File: src/hdl/wwdg_pkg.sv
// constants of the halt-aware windowed watchdog: offsets, fields, timing
// assumes a 50 MHz clock that is also the divided oscillator clock
//
// Overview of operation
// - count decrements once per 16384 clocks
// - leaving 40h for 3Fh requests chip reset
// - activation bit set by software only
// - inactive never resets, active expiry resets
// - control register resets to 7Fh
// - hardware option forces watchdog always active
// - plain halt: no reset, one decrement, stop
// - interrupt wake restarts after 256/4096 clocks
// - reset out of halt leaves watchdog disabled unless hardware option set
// - halt with halt-reset option, if active, gives reset
// - rtc enabled: active-halt freezes, wakes at once
// - reset out of active-halt delays counting
// - slow and wait modes change nothing
// - counter runs even when not activated
// - watchdog reset drives pin low 500ns
// - activate with sign clear: immediate reset
package wwdg_pkg;
	localparam logic [7:0] CTRL_OFF = 8'h2A;
	localparam logic [7:0] STATUS_OFF = 8'h30;
	localparam logic [7:0] MASK_OFF = 8'h31;
	localparam logic [7:0] CTRL_RESET = 8'h7F;
	localparam int ACT_BIT = 7;
	localparam int SIGN_BIT = 6;
	localparam int COUNT_W = 7;
	localparam logic [6:0] EXPIRE_VAL = 7'h40;
	localparam logic [6:0] COUNT_ONE = 7'h01;
	localparam int IRQ_W = 3;
	localparam int EV_IDLE_EXPIRY = 0;
	localparam int EV_HALT_ENTRY = 1;
	localparam int EV_WAKE_DONE = 2;
	localparam logic [2:0] IRQ_RESET = 3'h0;
	localparam int CLK_HZ = 50000000;
	localparam int PRESCALE_CYC = 16384;
	localparam int RST_PULSE_NS = 500;
	localparam int RST_PULSE_CYC =
		(RST_PULSE_NS * (CLK_HZ / 1000000) + 999) / 1000;
	localparam int PULSE_W = 5;
	localparam int WAKE_SHORT_CYC = 256;
	localparam int WAKE_LONG_CYC = 4096;
	localparam int WAKE_W = 13;
	typedef enum logic [2:0] {
		WWDG_STARTUP,
		WWDG_RUN,
		WWDG_HALT,
		WWDG_ACT_HALT,
		WWDG_WAKE
	} wwdg_state_type;
endpackage : wwdg_pkg

File: src/hdl/wwdg_prescaler.sv
// free-running divider giving one tick per PRESCALE_CYC clocks
// assumes nothing but clk and reset; it has no clear input on purpose
`timescale 1ns/1ps
`default_nettype none
module wwdg_prescaler #(
	parameter int PRESCALE_CYC = wwdg_pkg::PRESCALE_CYC
) (
	input wire logic clk,
	input wire logic arst_n,
	output logic tick
);
	localparam int W = $clog2(PRESCALE_CYC);
	localparam logic [W-1:0] LAST = W'(PRESCALE_CYC - 1);
	logic [W-1:0] cnt;

	// never cleared by reloads, so the first decrement may come early
	always_ff @(posedge clk or negedge arst_n)
	begin
		if (!arst_n)
			cnt <= '0;
		else if (cnt == LAST)
			cnt <= '0;
		else
			cnt <= cnt + 1'b1;
	end

	always_ff @(posedge clk or negedge arst_n)
	begin
		if (!arst_n)
			tick <= 1'b0;
		else
			tick <= (cnt == LAST);
	end
endmodule : wwdg_prescaler
`default_nettype wire

File: src/hdl/wwdg_delay.sv
// one-shot wake delay of 256 or 4096 clocks, done is a one-cycle pulse
// assumes start is a one-cycle pulse from logic on the same clock
`timescale 1ns/1ps
`default_nettype none
module wwdg_delay (
	input wire logic clk,
	input wire logic arst_n,
	input wire logic start,
	input wire logic long_sel,
	output logic done
);
	localparam logic [12:0] SHORT_LOAD = 13'(wwdg_pkg::WAKE_SHORT_CYC - 1);
	localparam logic [12:0] LONG_LOAD = 13'(wwdg_pkg::WAKE_LONG_CYC - 1);
	logic [wwdg_pkg::WAKE_W-1:0] cnt;
	logic busy;

	always_ff @(posedge clk or negedge arst_n)
	begin
		if (!arst_n)
		begin
			cnt <= '0;
			busy <= 1'b0;
		end
		else if (start)
		begin
			cnt <= long_sel ? LONG_LOAD : SHORT_LOAD;
			busy <= 1'b1;
		end
		else if (busy)
		begin
			cnt <= cnt - 1'b1;
			busy <= (cnt != 13'h0001);
		end
	end

	always_ff @(posedge clk or negedge arst_n)
	begin
		if (!arst_n)
			done <= 1'b0;
		else
			done <= busy && !start && (cnt == 13'h0001);
	end
endmodule : wwdg_delay
`default_nettype wire

File: src/hdl/wwdg_top.sv
// halt-aware watchdog: control register, down-counter, halt handling,
// reset pulse generation and a small interrupt status/mask pair
// assumes straps are stable from reset release; ext_irq_pin is a pin,
// every other input comes from logic on clk
`timescale 1ns/1ps
`default_nettype none
module wwdg_top #(
	parameter int PRESCALE_CYC = wwdg_pkg::PRESCALE_CYC
) (
	input wire logic clk,
	input wire logic arst_n,
	input wire logic [7:0] reg_addr,
	input wire logic [7:0] reg_wdata,
	input wire logic reg_wr,
	input wire logic reg_rd,
	output logic [7:0] reg_rdata,
	input wire logic hw_wdg_option,
	input wire logic halt_reset_option,
	input wire logic wake_delay_long,
	input wire logic active_halt_reset,
	input wire logic rtc_irq_enable,
	input wire logic halt_req,
	input wire logic ext_irq_pin,
	input wire logic osc_irq,
	output logic chip_reset_req,
	output logic rst_pin_o,
	output logic rst_pin_oe,
	output logic cpu_halted,
	output logic irq
);
	wwdg_pkg::wwdg_state_type state;
	wwdg_pkg::wwdg_state_type next_state;
	logic activation_bit;
	logic [wwdg_pkg::COUNT_W-1:0] count;
	logic hw_opt;
	logic halt_reset_opt;
	logic long_sel;
	logic [wwdg_pkg::IRQ_W-1:0] status;
	logic [wwdg_pkg::IRQ_W-1:0] mask;
	logic [wwdg_pkg::IRQ_W-1:0] events;
	logic [wwdg_pkg::PULSE_W-1:0] pulse_cnt;
	logic ext_meta;
	logic ext_sync;
	logic tick;
	logic delay_done;
	logic delay_start;
	logic delay_long;
	logic ctrl_wr;
	logic status_wr;
	logic mask_wr;
	logic active_eff;
	logic counting;
	logic halt_entry;
	logic halt_rst;
	logic go_halt;
	logic go_act;
	logic run_dec;
	logic expire_fire;
	logic sw_fire;
	logic fire;
	logic [wwdg_pkg::PULSE_W-1:0] oe_run;

	wwdg_prescaler #(
		.PRESCALE_CYC(PRESCALE_CYC)
	) u_prescaler (
		.clk(clk),
		.arst_n(arst_n),
		.tick(tick)
	);

	wwdg_delay u_delay (
		.clk(clk),
		.arst_n(arst_n),
		.start(delay_start),
		.long_sel(delay_long),
		.done(delay_done)
	);

	// external wake line crosses in through two flops
	always_ff @(posedge clk or negedge arst_n)
	begin
		if (!arst_n)
		begin
			ext_meta <= 1'b0;
			ext_sync <= 1'b0;
		end
		else
		begin
			ext_meta <= ext_irq_pin;
			ext_sync <= ext_meta;
		end
	end

	// straps caught in the first cycle after reset release
	always_ff @(posedge clk or negedge arst_n)
	begin
		if (!arst_n)
		begin
			hw_opt <= 1'b0;
			halt_reset_opt <= 1'b0;
			long_sel <= 1'b0;
		end
		else if (state == wwdg_pkg::WWDG_STARTUP)
		begin
			hw_opt <= hw_wdg_option;
			halt_reset_opt <= halt_reset_option;
			long_sel <= wake_delay_long;
		end
	end

	assign ctrl_wr = reg_wr && (reg_addr == wwdg_pkg::CTRL_OFF);
	assign status_wr = reg_wr && (reg_addr == wwdg_pkg::STATUS_OFF);
	assign mask_wr = reg_wr && (reg_addr == wwdg_pkg::MASK_OFF);
	assign active_eff = hw_opt || activation_bit;
	// slow and wait have no input here: they cannot disturb counting
	assign counting = (state == wwdg_pkg::WWDG_RUN);
	assign run_dec = counting && tick;
	assign halt_entry = halt_req && counting;
	assign halt_rst = halt_entry && !rtc_irq_enable && halt_reset_opt
		&& active_eff;
	assign go_halt = halt_entry && !rtc_irq_enable && !halt_rst;
	assign go_act = halt_entry && rtc_irq_enable;
	assign expire_fire = run_dec && !ctrl_wr && active_eff
		&& (count == wwdg_pkg::EXPIRE_VAL);
	assign sw_fire = ctrl_wr && !reg_wdata[wwdg_pkg::SIGN_BIT]
		&& (active_eff || reg_wdata[wwdg_pkg::ACT_BIT]);
	assign fire = expire_fire || sw_fire || halt_rst;

	assign delay_start = (state == wwdg_pkg::WWDG_STARTUP && active_halt_reset)
		|| (state == wwdg_pkg::WWDG_HALT && ext_sync);
	assign delay_long = (state == wwdg_pkg::WWDG_STARTUP) ? wake_delay_long
		: long_sel;

	always_comb
	begin
		events = '0;
		events[wwdg_pkg::EV_IDLE_EXPIRY] = run_dec && !ctrl_wr && !active_eff
			&& (count == wwdg_pkg::EXPIRE_VAL);
		events[wwdg_pkg::EV_HALT_ENTRY] = go_halt || go_act;
		events[wwdg_pkg::EV_WAKE_DONE] = (state == wwdg_pkg::WWDG_WAKE
			&& delay_done) || (state == wwdg_pkg::WWDG_ACT_HALT
			&& (ext_sync || osc_irq));
	end

	always_comb
	begin
		next_state = state;
		case (state)
			wwdg_pkg::WWDG_STARTUP:
				// a reset out of active-halt waits before counting
				next_state = active_halt_reset ? wwdg_pkg::WWDG_WAKE
					: wwdg_pkg::WWDG_RUN;
			wwdg_pkg::WWDG_RUN:
				if (go_halt)
					next_state = wwdg_pkg::WWDG_HALT;
				else if (go_act)
					next_state = wwdg_pkg::WWDG_ACT_HALT;
			wwdg_pkg::WWDG_HALT:
				if (ext_sync)
					next_state = wwdg_pkg::WWDG_WAKE;
			wwdg_pkg::WWDG_ACT_HALT:
				if (ext_sync || osc_irq)
					next_state = wwdg_pkg::WWDG_RUN;
			wwdg_pkg::WWDG_WAKE:
				if (delay_done)
					next_state = wwdg_pkg::WWDG_RUN;
			default:
				next_state = wwdg_pkg::WWDG_STARTUP;
		endcase
	end

	always_ff @(posedge clk or negedge arst_n)
	begin
		if (!arst_n)
			state <= wwdg_pkg::WWDG_STARTUP;
		else
			state <= next_state;
	end

	// only a reset clears activation; out of halt it comes up off
	always_ff @(posedge clk or negedge arst_n)
	begin
		if (!arst_n)
			activation_bit <= wwdg_pkg::CTRL_RESET[wwdg_pkg::ACT_BIT];
		else if (ctrl_wr && reg_wdata[wwdg_pkg::ACT_BIT])
			activation_bit <= 1'b1;
	end

	always_ff @(posedge clk or negedge arst_n)
	begin
		if (!arst_n)
			count <= wwdg_pkg::CTRL_RESET[wwdg_pkg::COUNT_W-1:0];
		else if (ctrl_wr)
			count <= reg_wdata[wwdg_pkg::COUNT_W-1:0];
		else if (run_dec || go_halt)
			count <= count - wwdg_pkg::COUNT_ONE;
	end

	// reset request and open-drain pin held low for the pulse length
	always_ff @(posedge clk or negedge arst_n)
	begin
		if (!arst_n)
		begin
			pulse_cnt <= '0;
			rst_pin_oe <= 1'b0;
			chip_reset_req <= 1'b0;
			rst_pin_o <= 1'b0;
		end
		else
		begin
			if (fire)
				pulse_cnt <= wwdg_pkg::PULSE_W'(wwdg_pkg::RST_PULSE_CYC);
			else if (pulse_cnt != '0)
				pulse_cnt <= pulse_cnt - 1'b1;
			rst_pin_oe <= fire || (pulse_cnt > 5'h01);
			chip_reset_req <= fire || (pulse_cnt > 5'h01);
			rst_pin_o <= 1'b0;
		end
	end

	always_ff @(posedge clk or negedge arst_n)
	begin
		if (!arst_n)
			cpu_halted <= 1'b0;
		else
			cpu_halted <= (next_state == wwdg_pkg::WWDG_HALT)
				|| (next_state == wwdg_pkg::WWDG_ACT_HALT);
	end

	// sticky events, write one to clear; a new event beats the clear
	always_ff @(posedge clk or negedge arst_n)
	begin
		if (!arst_n)
			status <= wwdg_pkg::IRQ_RESET;
		else if (status_wr)
			status <= (status & ~reg_wdata[wwdg_pkg::IRQ_W-1:0]) | events;
		else
			status <= status | events;
	end

	always_ff @(posedge clk or negedge arst_n)
	begin
		if (!arst_n)
			mask <= wwdg_pkg::IRQ_RESET;
		else if (mask_wr)
			mask <= reg_wdata[wwdg_pkg::IRQ_W-1:0];
	end

	always_ff @(posedge clk or negedge arst_n)
	begin
		if (!arst_n)
			irq <= 1'b0;
		else
			irq <= |(status & mask);
	end

	always_ff @(posedge clk or negedge arst_n)
	begin
		if (!arst_n)
			reg_rdata <= 8'h00;
		else if (!reg_rd)
			reg_rdata <= 8'h00;
		else
			case (reg_addr)
				wwdg_pkg::CTRL_OFF:
					reg_rdata <= {activation_bit, count};
				wwdg_pkg::STATUS_OFF:
					reg_rdata <= {5'h00, status};
				wwdg_pkg::MASK_OFF:
					reg_rdata <= {5'h00, mask};
				default:
					reg_rdata <= 8'h00;
			endcase
	end

	// cycles the reset pin has been pulled so far, for the checks below
	always_ff @(posedge clk or negedge arst_n)
	begin
		if (!arst_n)
			oe_run <= '0;
		else if (!rst_pin_oe || fire)
			oe_run <= '0;
		else
			oe_run <= oe_run + 1'b1;
	end
endmodule : wwdg_top
`default_nettype wire

File: config.mk
export PLATFORM = sky130hd
export DESIGN_NAME = wwdg_top
export DESIGN_NICKNAME = d
export VERILOG_FILES = /design/src/hdl/wwdg_pkg.sv /design/src/hdl/wwdg_prescaler.sv /design/src/hdl/wwdg_delay.sv /design/src/hdl/wwdg_top.sv
export SDC_FILE = /design/constraint.sdc
export NUM_CORES = 1
export LEC_CHECK = 0
export ABC_AREA = 1
export BUFFER_PORTS_ARGS = -buffer_cell sky130_fd_sc_hd__buf_2
export CAP_MARGIN = 20
export CORE_ASPECT_RATIO = 0.7
export CORE_MARGIN = 1.5
export CORE_UTILIZATION = 43
export DETAILED_ROUTE_END_ITERATION = 6
export SLEW_MARGIN = 20
export SYNTH_ARGS = -nofsm -noshare
export SYNTH_HDL_FRONTEND = slang
export SYNTH_SLANG_ARGS = --single-unit
File: constraint.sdc
create_clock -name clk -period 1.4 [get_ports clk]
set_clock_uncertainty 0.05 [all_clocks]
set_input_delay 0.42 -clock clk [delete_from_list [all_inputs] [get_ports clk]]
set_output_delay 0.42 -clock clk [all_outputs]
set_load 0.005 [all_outputs]
# == After elaboration in Yosys (flattened, before gate mapping) ==
# Index checks and enable logic that the tools add are counted.
# op_classes
n_addsub,4
magnitude_cmp,1
eq_ne,13
mux,21
n_bitwise,5
reduce_logical,47
# ops
cell,n
13-bit 2-to-1 mux,2
8-bit by 6-bit equality test with 1-bit output (second input constant),3
1-bit logical AND,24
8-bit one-hot mux with 3 select lines,1
3-bit 2-to-1 mux,7
3-bit one-hot mux with 5 select lines,1
14-bit by 1-bit adder with 14-bit output (second input constant),1
14-bit equality test (second input constant),1
14-bit 2-to-1 mux,1
7-bit 2-to-1 mux,2
13-bit by 1-bit equality test with 1-bit output (second input constant),1
13-bit by 1-bit != test with 1-bit output (second input constant),1
13-bit by 1-bit subtractor with 13-bit output (second input constant),1
3-bit by 2-bit equality test with 1-bit output (second input constant),4
12-bit 2-to-1 mux,1
1-bit logical OR,11
5-bit 2-to-1 mux,2
8-bit 2-to-1 mux,1
7-bit equality test (second input constant),1
7-bit by 1-bit subtractor with 7-bit output (second input constant),1
3-bit bitwise AND,2
1-bit zero test,6
3-bit bitwise OR,2
2-bit nonzero test,3
other kinds (9),11
# totals
regBits,68
in_bits,28
out_inout_bits,13
wordCells,111

# == Depth between registers and ports, before layout ==
# depth
word_depth,11
mapped_depth,9
ltp_nobuf,9

# == Cells and area by module ==
# From an unflattened synthesis, not the netlist that was laid out.
# hier_totals
cells_unflattened,481
hier_area_um2,3769.9
# by_module_without_submodules
module,instances,cells_each,area_per_inst_um2,seq_area_each_um2
wwdg_top,1,276,2124.5,959.7
wwdg_delay,1,113,835.8,375.4
wwdg_prescaler,1,92,809.5,375.4

# == Worst setup path before layout ==
# No wires, ideal clock.
# synth_path
path_type,reg-to-reg
startpoint,reg count[0] (netlist bit)
endpoint,reg pulse_cnt[1] (netlist bit)
setup_ns,0.072
t_arrival_ns,1.301
required_ns,1.278
slack_ns,-0.023
stages_incl_launch_ff,8
n_path_buf,0
period_less_slack_ns,1.423
path_cell_list,dfstp_2 -> inv_1 -> ha_1 -> nand2_1 -> nor2_1 -> nand4_1 -> nand3_1 -> nor2_1
# synth_via
elab_chain_len,5
word_cells_on_any_way,6
classes_between,1 x eq/ne; 1 x mux; 4 x reduce/logical
# synth_lines
element,line_no,source
from (decl),wwdg_top.sv:34,logic [wwdg_pkg::COUNT_W-1:0] count;
from (signal assigned),wwdg_top.sv:192,count <= wwdg_pkg::CTRL_RESET[wwdg_pkg::COUNT_W-1:0];
from (signal assigned),wwdg_top.sv:194,count <= reg_wdata[wwdg_pkg::COUNT_W-1:0];
from (signal assigned),wwdg_top.sv:196,count <= count - wwdg_pkg::COUNT_ONE;
7-bit equality test (*),wwdg_top.sv:124,&& (count == wwdg_pkg::EXPIRE_VAL);
1-bit logical AND (*),wwdg_top.sv:124,
1-bit logical OR (*) (2 in a row),wwdg_top.sv:127,assign fire = expire_fire || sw_fire || halt_rst;
5-bit 2-to-1 mux / 2-bit nonzero test (equally long branches),--,
to (signal assigned),wwdg_top.sv:212,pulse_cnt <= wwdg_pkg::PULSE_W'(wwdg_pkg::RST_PULSE_CYC);
to (signal assigned),wwdg_top.sv:214,pulse_cnt <= pulse_cnt - 1'b1;
to (decl),wwdg_top.sv:41,logic [wwdg_pkg::PULSE_W-1:0] pulse_cnt;
# Mark *: on every way between the ends. The rest lies on a longest branch, timed or not.
# A chain may end at the register's enable or synchronous reset.

# == Final worst setup path ==
# layout_path
startpoint,reg count[1] (netlist bit)
endpoint,reg rst_pin_oe
# layout_via
elab_chain_len,5
# layout_lines
element,line_no,source
7-bit equality test,wwdg_top.sv:124,
1-bit logical AND,wwdg_top.sv:124,
1-bit logical OR (2 in a row),wwdg_top.sv:127,
1-bit logical OR,wwdg_top.sv:215,rst_pin_oe <= fire || (pulse_cnt > 5'h01);
to (signal assigned),wwdg_top.sv:215,
to (decl),wwdg_top.sv:27,"output logic rst_pin_oe,"
# No other way between the ends.

==> metrics.csv <==
stage,metric,value,unit
placement,gp_congestion,0.867,
drt,num_vias,3188,
global_route,top_usage_layer,met2,
timing,finalMaxSlewViolations,0,
cts,htreeDepth,3,
timing,period_share,1.04,
cts,cts_buffer_depth,2,
floorplanning,core,7940,sq um
critical_path,end_kind,register,
logic_synthesis,synth_top_family_by_area,simple AND/OR/NAND/NOR gates,
logic_synthesis,syn_nets,478,
critical_path,crit_start,count[1],
global_route,grt_first_pass_wirelength,14000,microns
critical_path,cp.arrival,1.60,ns
critical_path,slowest_stage,dfstp_2,
critical_path,r2r-end,rst_pin_oe,
pwr,vdd.ir_drop.worst,1.27,mV
critical_path,regToRegSetupSlack,-0.05,ns
timing,setup_ws,-0.0527,ns
drt,via_per_inst,4.90,
critical_path,cp-start-kind,register,
global_route,use_met3,0.0634,
critical_path,critPathBufInv,2,
placement,io_buffers,39,
cts,cts_inserted_buffers,9,
global_route,use_met1,0.267,
global_route,grt_usage,0.200,
critical_path,cpLargestDelayFamily,flip-flops,
pwr,powerDensity,1720,nW/um^2
placement,hpwl,5950,microns
status,violations,setup timing,
global_route,first_global_vias,3091,
drt,drc,0,
final_layout,drive_gt1_frac,0.358,
final_layout,nFillCells,711,
worst_hold_path,min_path_cells,1,
timing,setup_viol,3,
critical_path,path_cells,"inv_2, ha_4, nand2_4, nor2_2, nand4_1, buf_4, nand4_1",
drt,postRouteAntennaNets,0,
timing,finalHoldViolCount,0,
pwr,p_leak,2.38,nW
critical_path,worst-r2r-cell-count,7,
critical_path,required,1.55,ns
global_route,gr-usage-met2,0.306,
logic_synthesis,ys_seq_area_frac,0.480,
cts,cts_tree,yes,
worst_hold_path,hold_path.startpoint,ext_irq_pin,
global_route,grt_overflow,0,
timing,post-route-min-period,1.45,ns
drt,routed_wl,8410,microns
floorplanning,rows,27,
global_route,grt_max_degree,36,
drt,drt_iter0_markers,128,
logic_synthesis,yosys_most_used_dff,dfrtp_1,
logic_synthesis,yosysTopAreaCellShare,0.428,
critical_path,r2r_start,count[1],
drt,dr.pass1.iters,4,
logic_synthesis,async_flop_share,1.00,
job,drv_cap,0,
global_route,grt_antenna_before_repair,1,
floorplanning,start_util,0.449,
logic_synthesis,synthSimpleGateAreaFrac,0.311,
critical_path,timing.critical_path.mode_cell,nand4_1,
floorplanning,dieArea,8860,sq um
logic_synthesis,synth_most_common_cell,nand2_1,
floorplanning,io_pins,41,
cts,cts.sinks,68,
cts,clk_latency,0.33,ns
final_layout,area_growth,36.9,%
logic_synthesis,synth_area_leader_cell,dfrtp_1,
cts,path_clk_slew,0.06,ns
logic_synthesis,syn_avg_cell_area,8.05,sq um
critical_path,crit_type,reg2reg,
logic_synthesis,synth-seq-cells,68,
timing,whs,0.147,ns
cts,ctsRootBufferMaster,clkbuf_16,
final_layout,fin_cells,651,
floorplanning,fp.dieW,112,microns
critical_path,max_stage_delay,0.54,ns
timing,max_freq,688,MHz
logic_synthesis,synth_compound_area_frac,0.0653,
floorplanning,die_y,79.2,microns
placement,post-place-cells,623,
logic_synthesis,ys_types,32,
drt,post_drt_wl_per_cell,12.9,microns
logic_synthesis,synth_area,3570,sq um
worst_hold_path,hp-class,in2reg,
critical_path,path_depth,7,
logic_synthesis,syn_inst,443,
logic_synthesis,synth_adder_area_share,0.0246,
timing,rsz0062_at_grt,true,
worst_hold_path,min_to,ext_meta,
critical_path,path_max_fanout,3,
timing,tns,-0.134,ns
logic_synthesis,yosys_warnings,0,
logic_synthesis,synth_commonest_cells,"104 x nand2_1, 61 x dfrtp_1, 58 x nor2_1",
final_layout,antenna_cells,0,
logic_synthesis,ys_top_cells_by_area,"dfrtp_1 43%, nand2_1 11%, nor2_1 6.1%",
logic_synthesis,synth.area.mux_share,0.00281,
final_layout,fin_nets,580,
status,status,"complete, but fails checks",
logic_synthesis,post_synth_xor_area_fraction,0.0418,
logic_synthesis,synth_edf_count,0,
[area by class of cell]
| class | instances | area, sq um | area share |
|---|---|---|---|
| repair buffers | 94 | 651 | 0.133 |
| clock buffers | 10 | 239 | 0.0490 |
| clock inverters | 6 | 87.6 | 0.0179 |
| inverters | 63 | 244 | 0.0500 |
| well taps | 101 | 126 | 0.0259 |
| flip-flops and latches | 68 | 1710 | 0.350 |
| multi-input cells | 309 | 1820 | 0.373 |
[where the power goes]
group	switching (mW)	internal [mW]
clock	0.857	1.60
combinational	1.69	1.44
sequential	0.346	2.47
total	2.89	5.51
[worst reg2reg max path: stages, from the launching register on]
cell and delay (ns):
dfstp_2 0.54, inv_2 0.05, ha_4 0.17, nand2_4 0.08, nor2_2 0.05, nand4_1 0.16
buf_4 0.16, nand4_1 0.08
[layer usage]
layer / wire length, microns / share of wire
met5: 13 / 0.0015
met4: 99 / 0.012
met3: 409 / 0.049
met2: 3840 / 0.46
met1: 4050 / 0.48
[cell families (layout without fill, tap and decap cells)]
group,after synthesis,in the layout
and+or+nand+nor,240,240
muxes,1,1
adders and majority gates,7,7
other,1,1
DFF,68,68
xor gates and xnor gates,17,17
AOI/OAI and AO/OA,43,43
buffers and inverters,66,173
[registers in the layout, summed over array words and instances, names as in the netlist, 3 cells and up]
signal	flops
state	3
status	3
mask	3
reg_rdata	8
pulse_cnt	5
count	7
u_delay.cnt	13
u_prescaler.cnt	14
[how the worst max path moves through the flow]
stage	to
after floorplan	pulse_cnt[1]
after global placement	pulse_cnt[2]
after detailed placement	pulse_cnt[2]
after CTS	pulse_cnt[1]
after global routing	rst_pin_oe
final	rst_pin_oe
[per-stage QoR]
step            util  instance area [sq um]  setup WS (ns)  power [mW]
6_report       0.615                   4880        -0.0527        8.41
3_5_place_dp   0.530                   4210         -0.159        5.28
4_1_cts        0.580                   4600        -0.0191        7.92
3_3_place_gp   0.530                   4210         -0.101        5.24
5_1_grt        0.615                   4880        -0.0950        8.96
2_1_floorplan      -                   3570         0.0265        4.33
[placed cells by master (no fill, tap or decap), drive strengths merged]
cell,synthesis,layout
a21o,1,1
a21oi,12,12
a22oi,1,1
a31oi,1,1
and2,1,1
buf,3,93
bufinv,0,2
clkbuf,0,10
clkinv,0,1
clkinvlp,0,3
conb,1,1
dfrtp,61,61
dfstp,7,7
dlygate4sd3,0,1
ha,7,7
inv,63,63
mux2i,1,1
nand2,108,108
nand3,36,36
nand3b,1,1
nand4,16,16
nor2,66,66
nor3,10,10
o211ai,3,3
o21ai,25,25
or2,2,2
xnor2,5,5
xor2,12,12
[repair_timing]
item                       in CTS  in global routing
cloned                          0                  0
gates resized for setup        14                 68
hold endpoints to repair        9                  0
setup endpoints to repair      14                 34
pin swaps                       4                 32
setup buffers                   1                 10
hold buffers                    1                  0
(Power assumes the default switching activity.)
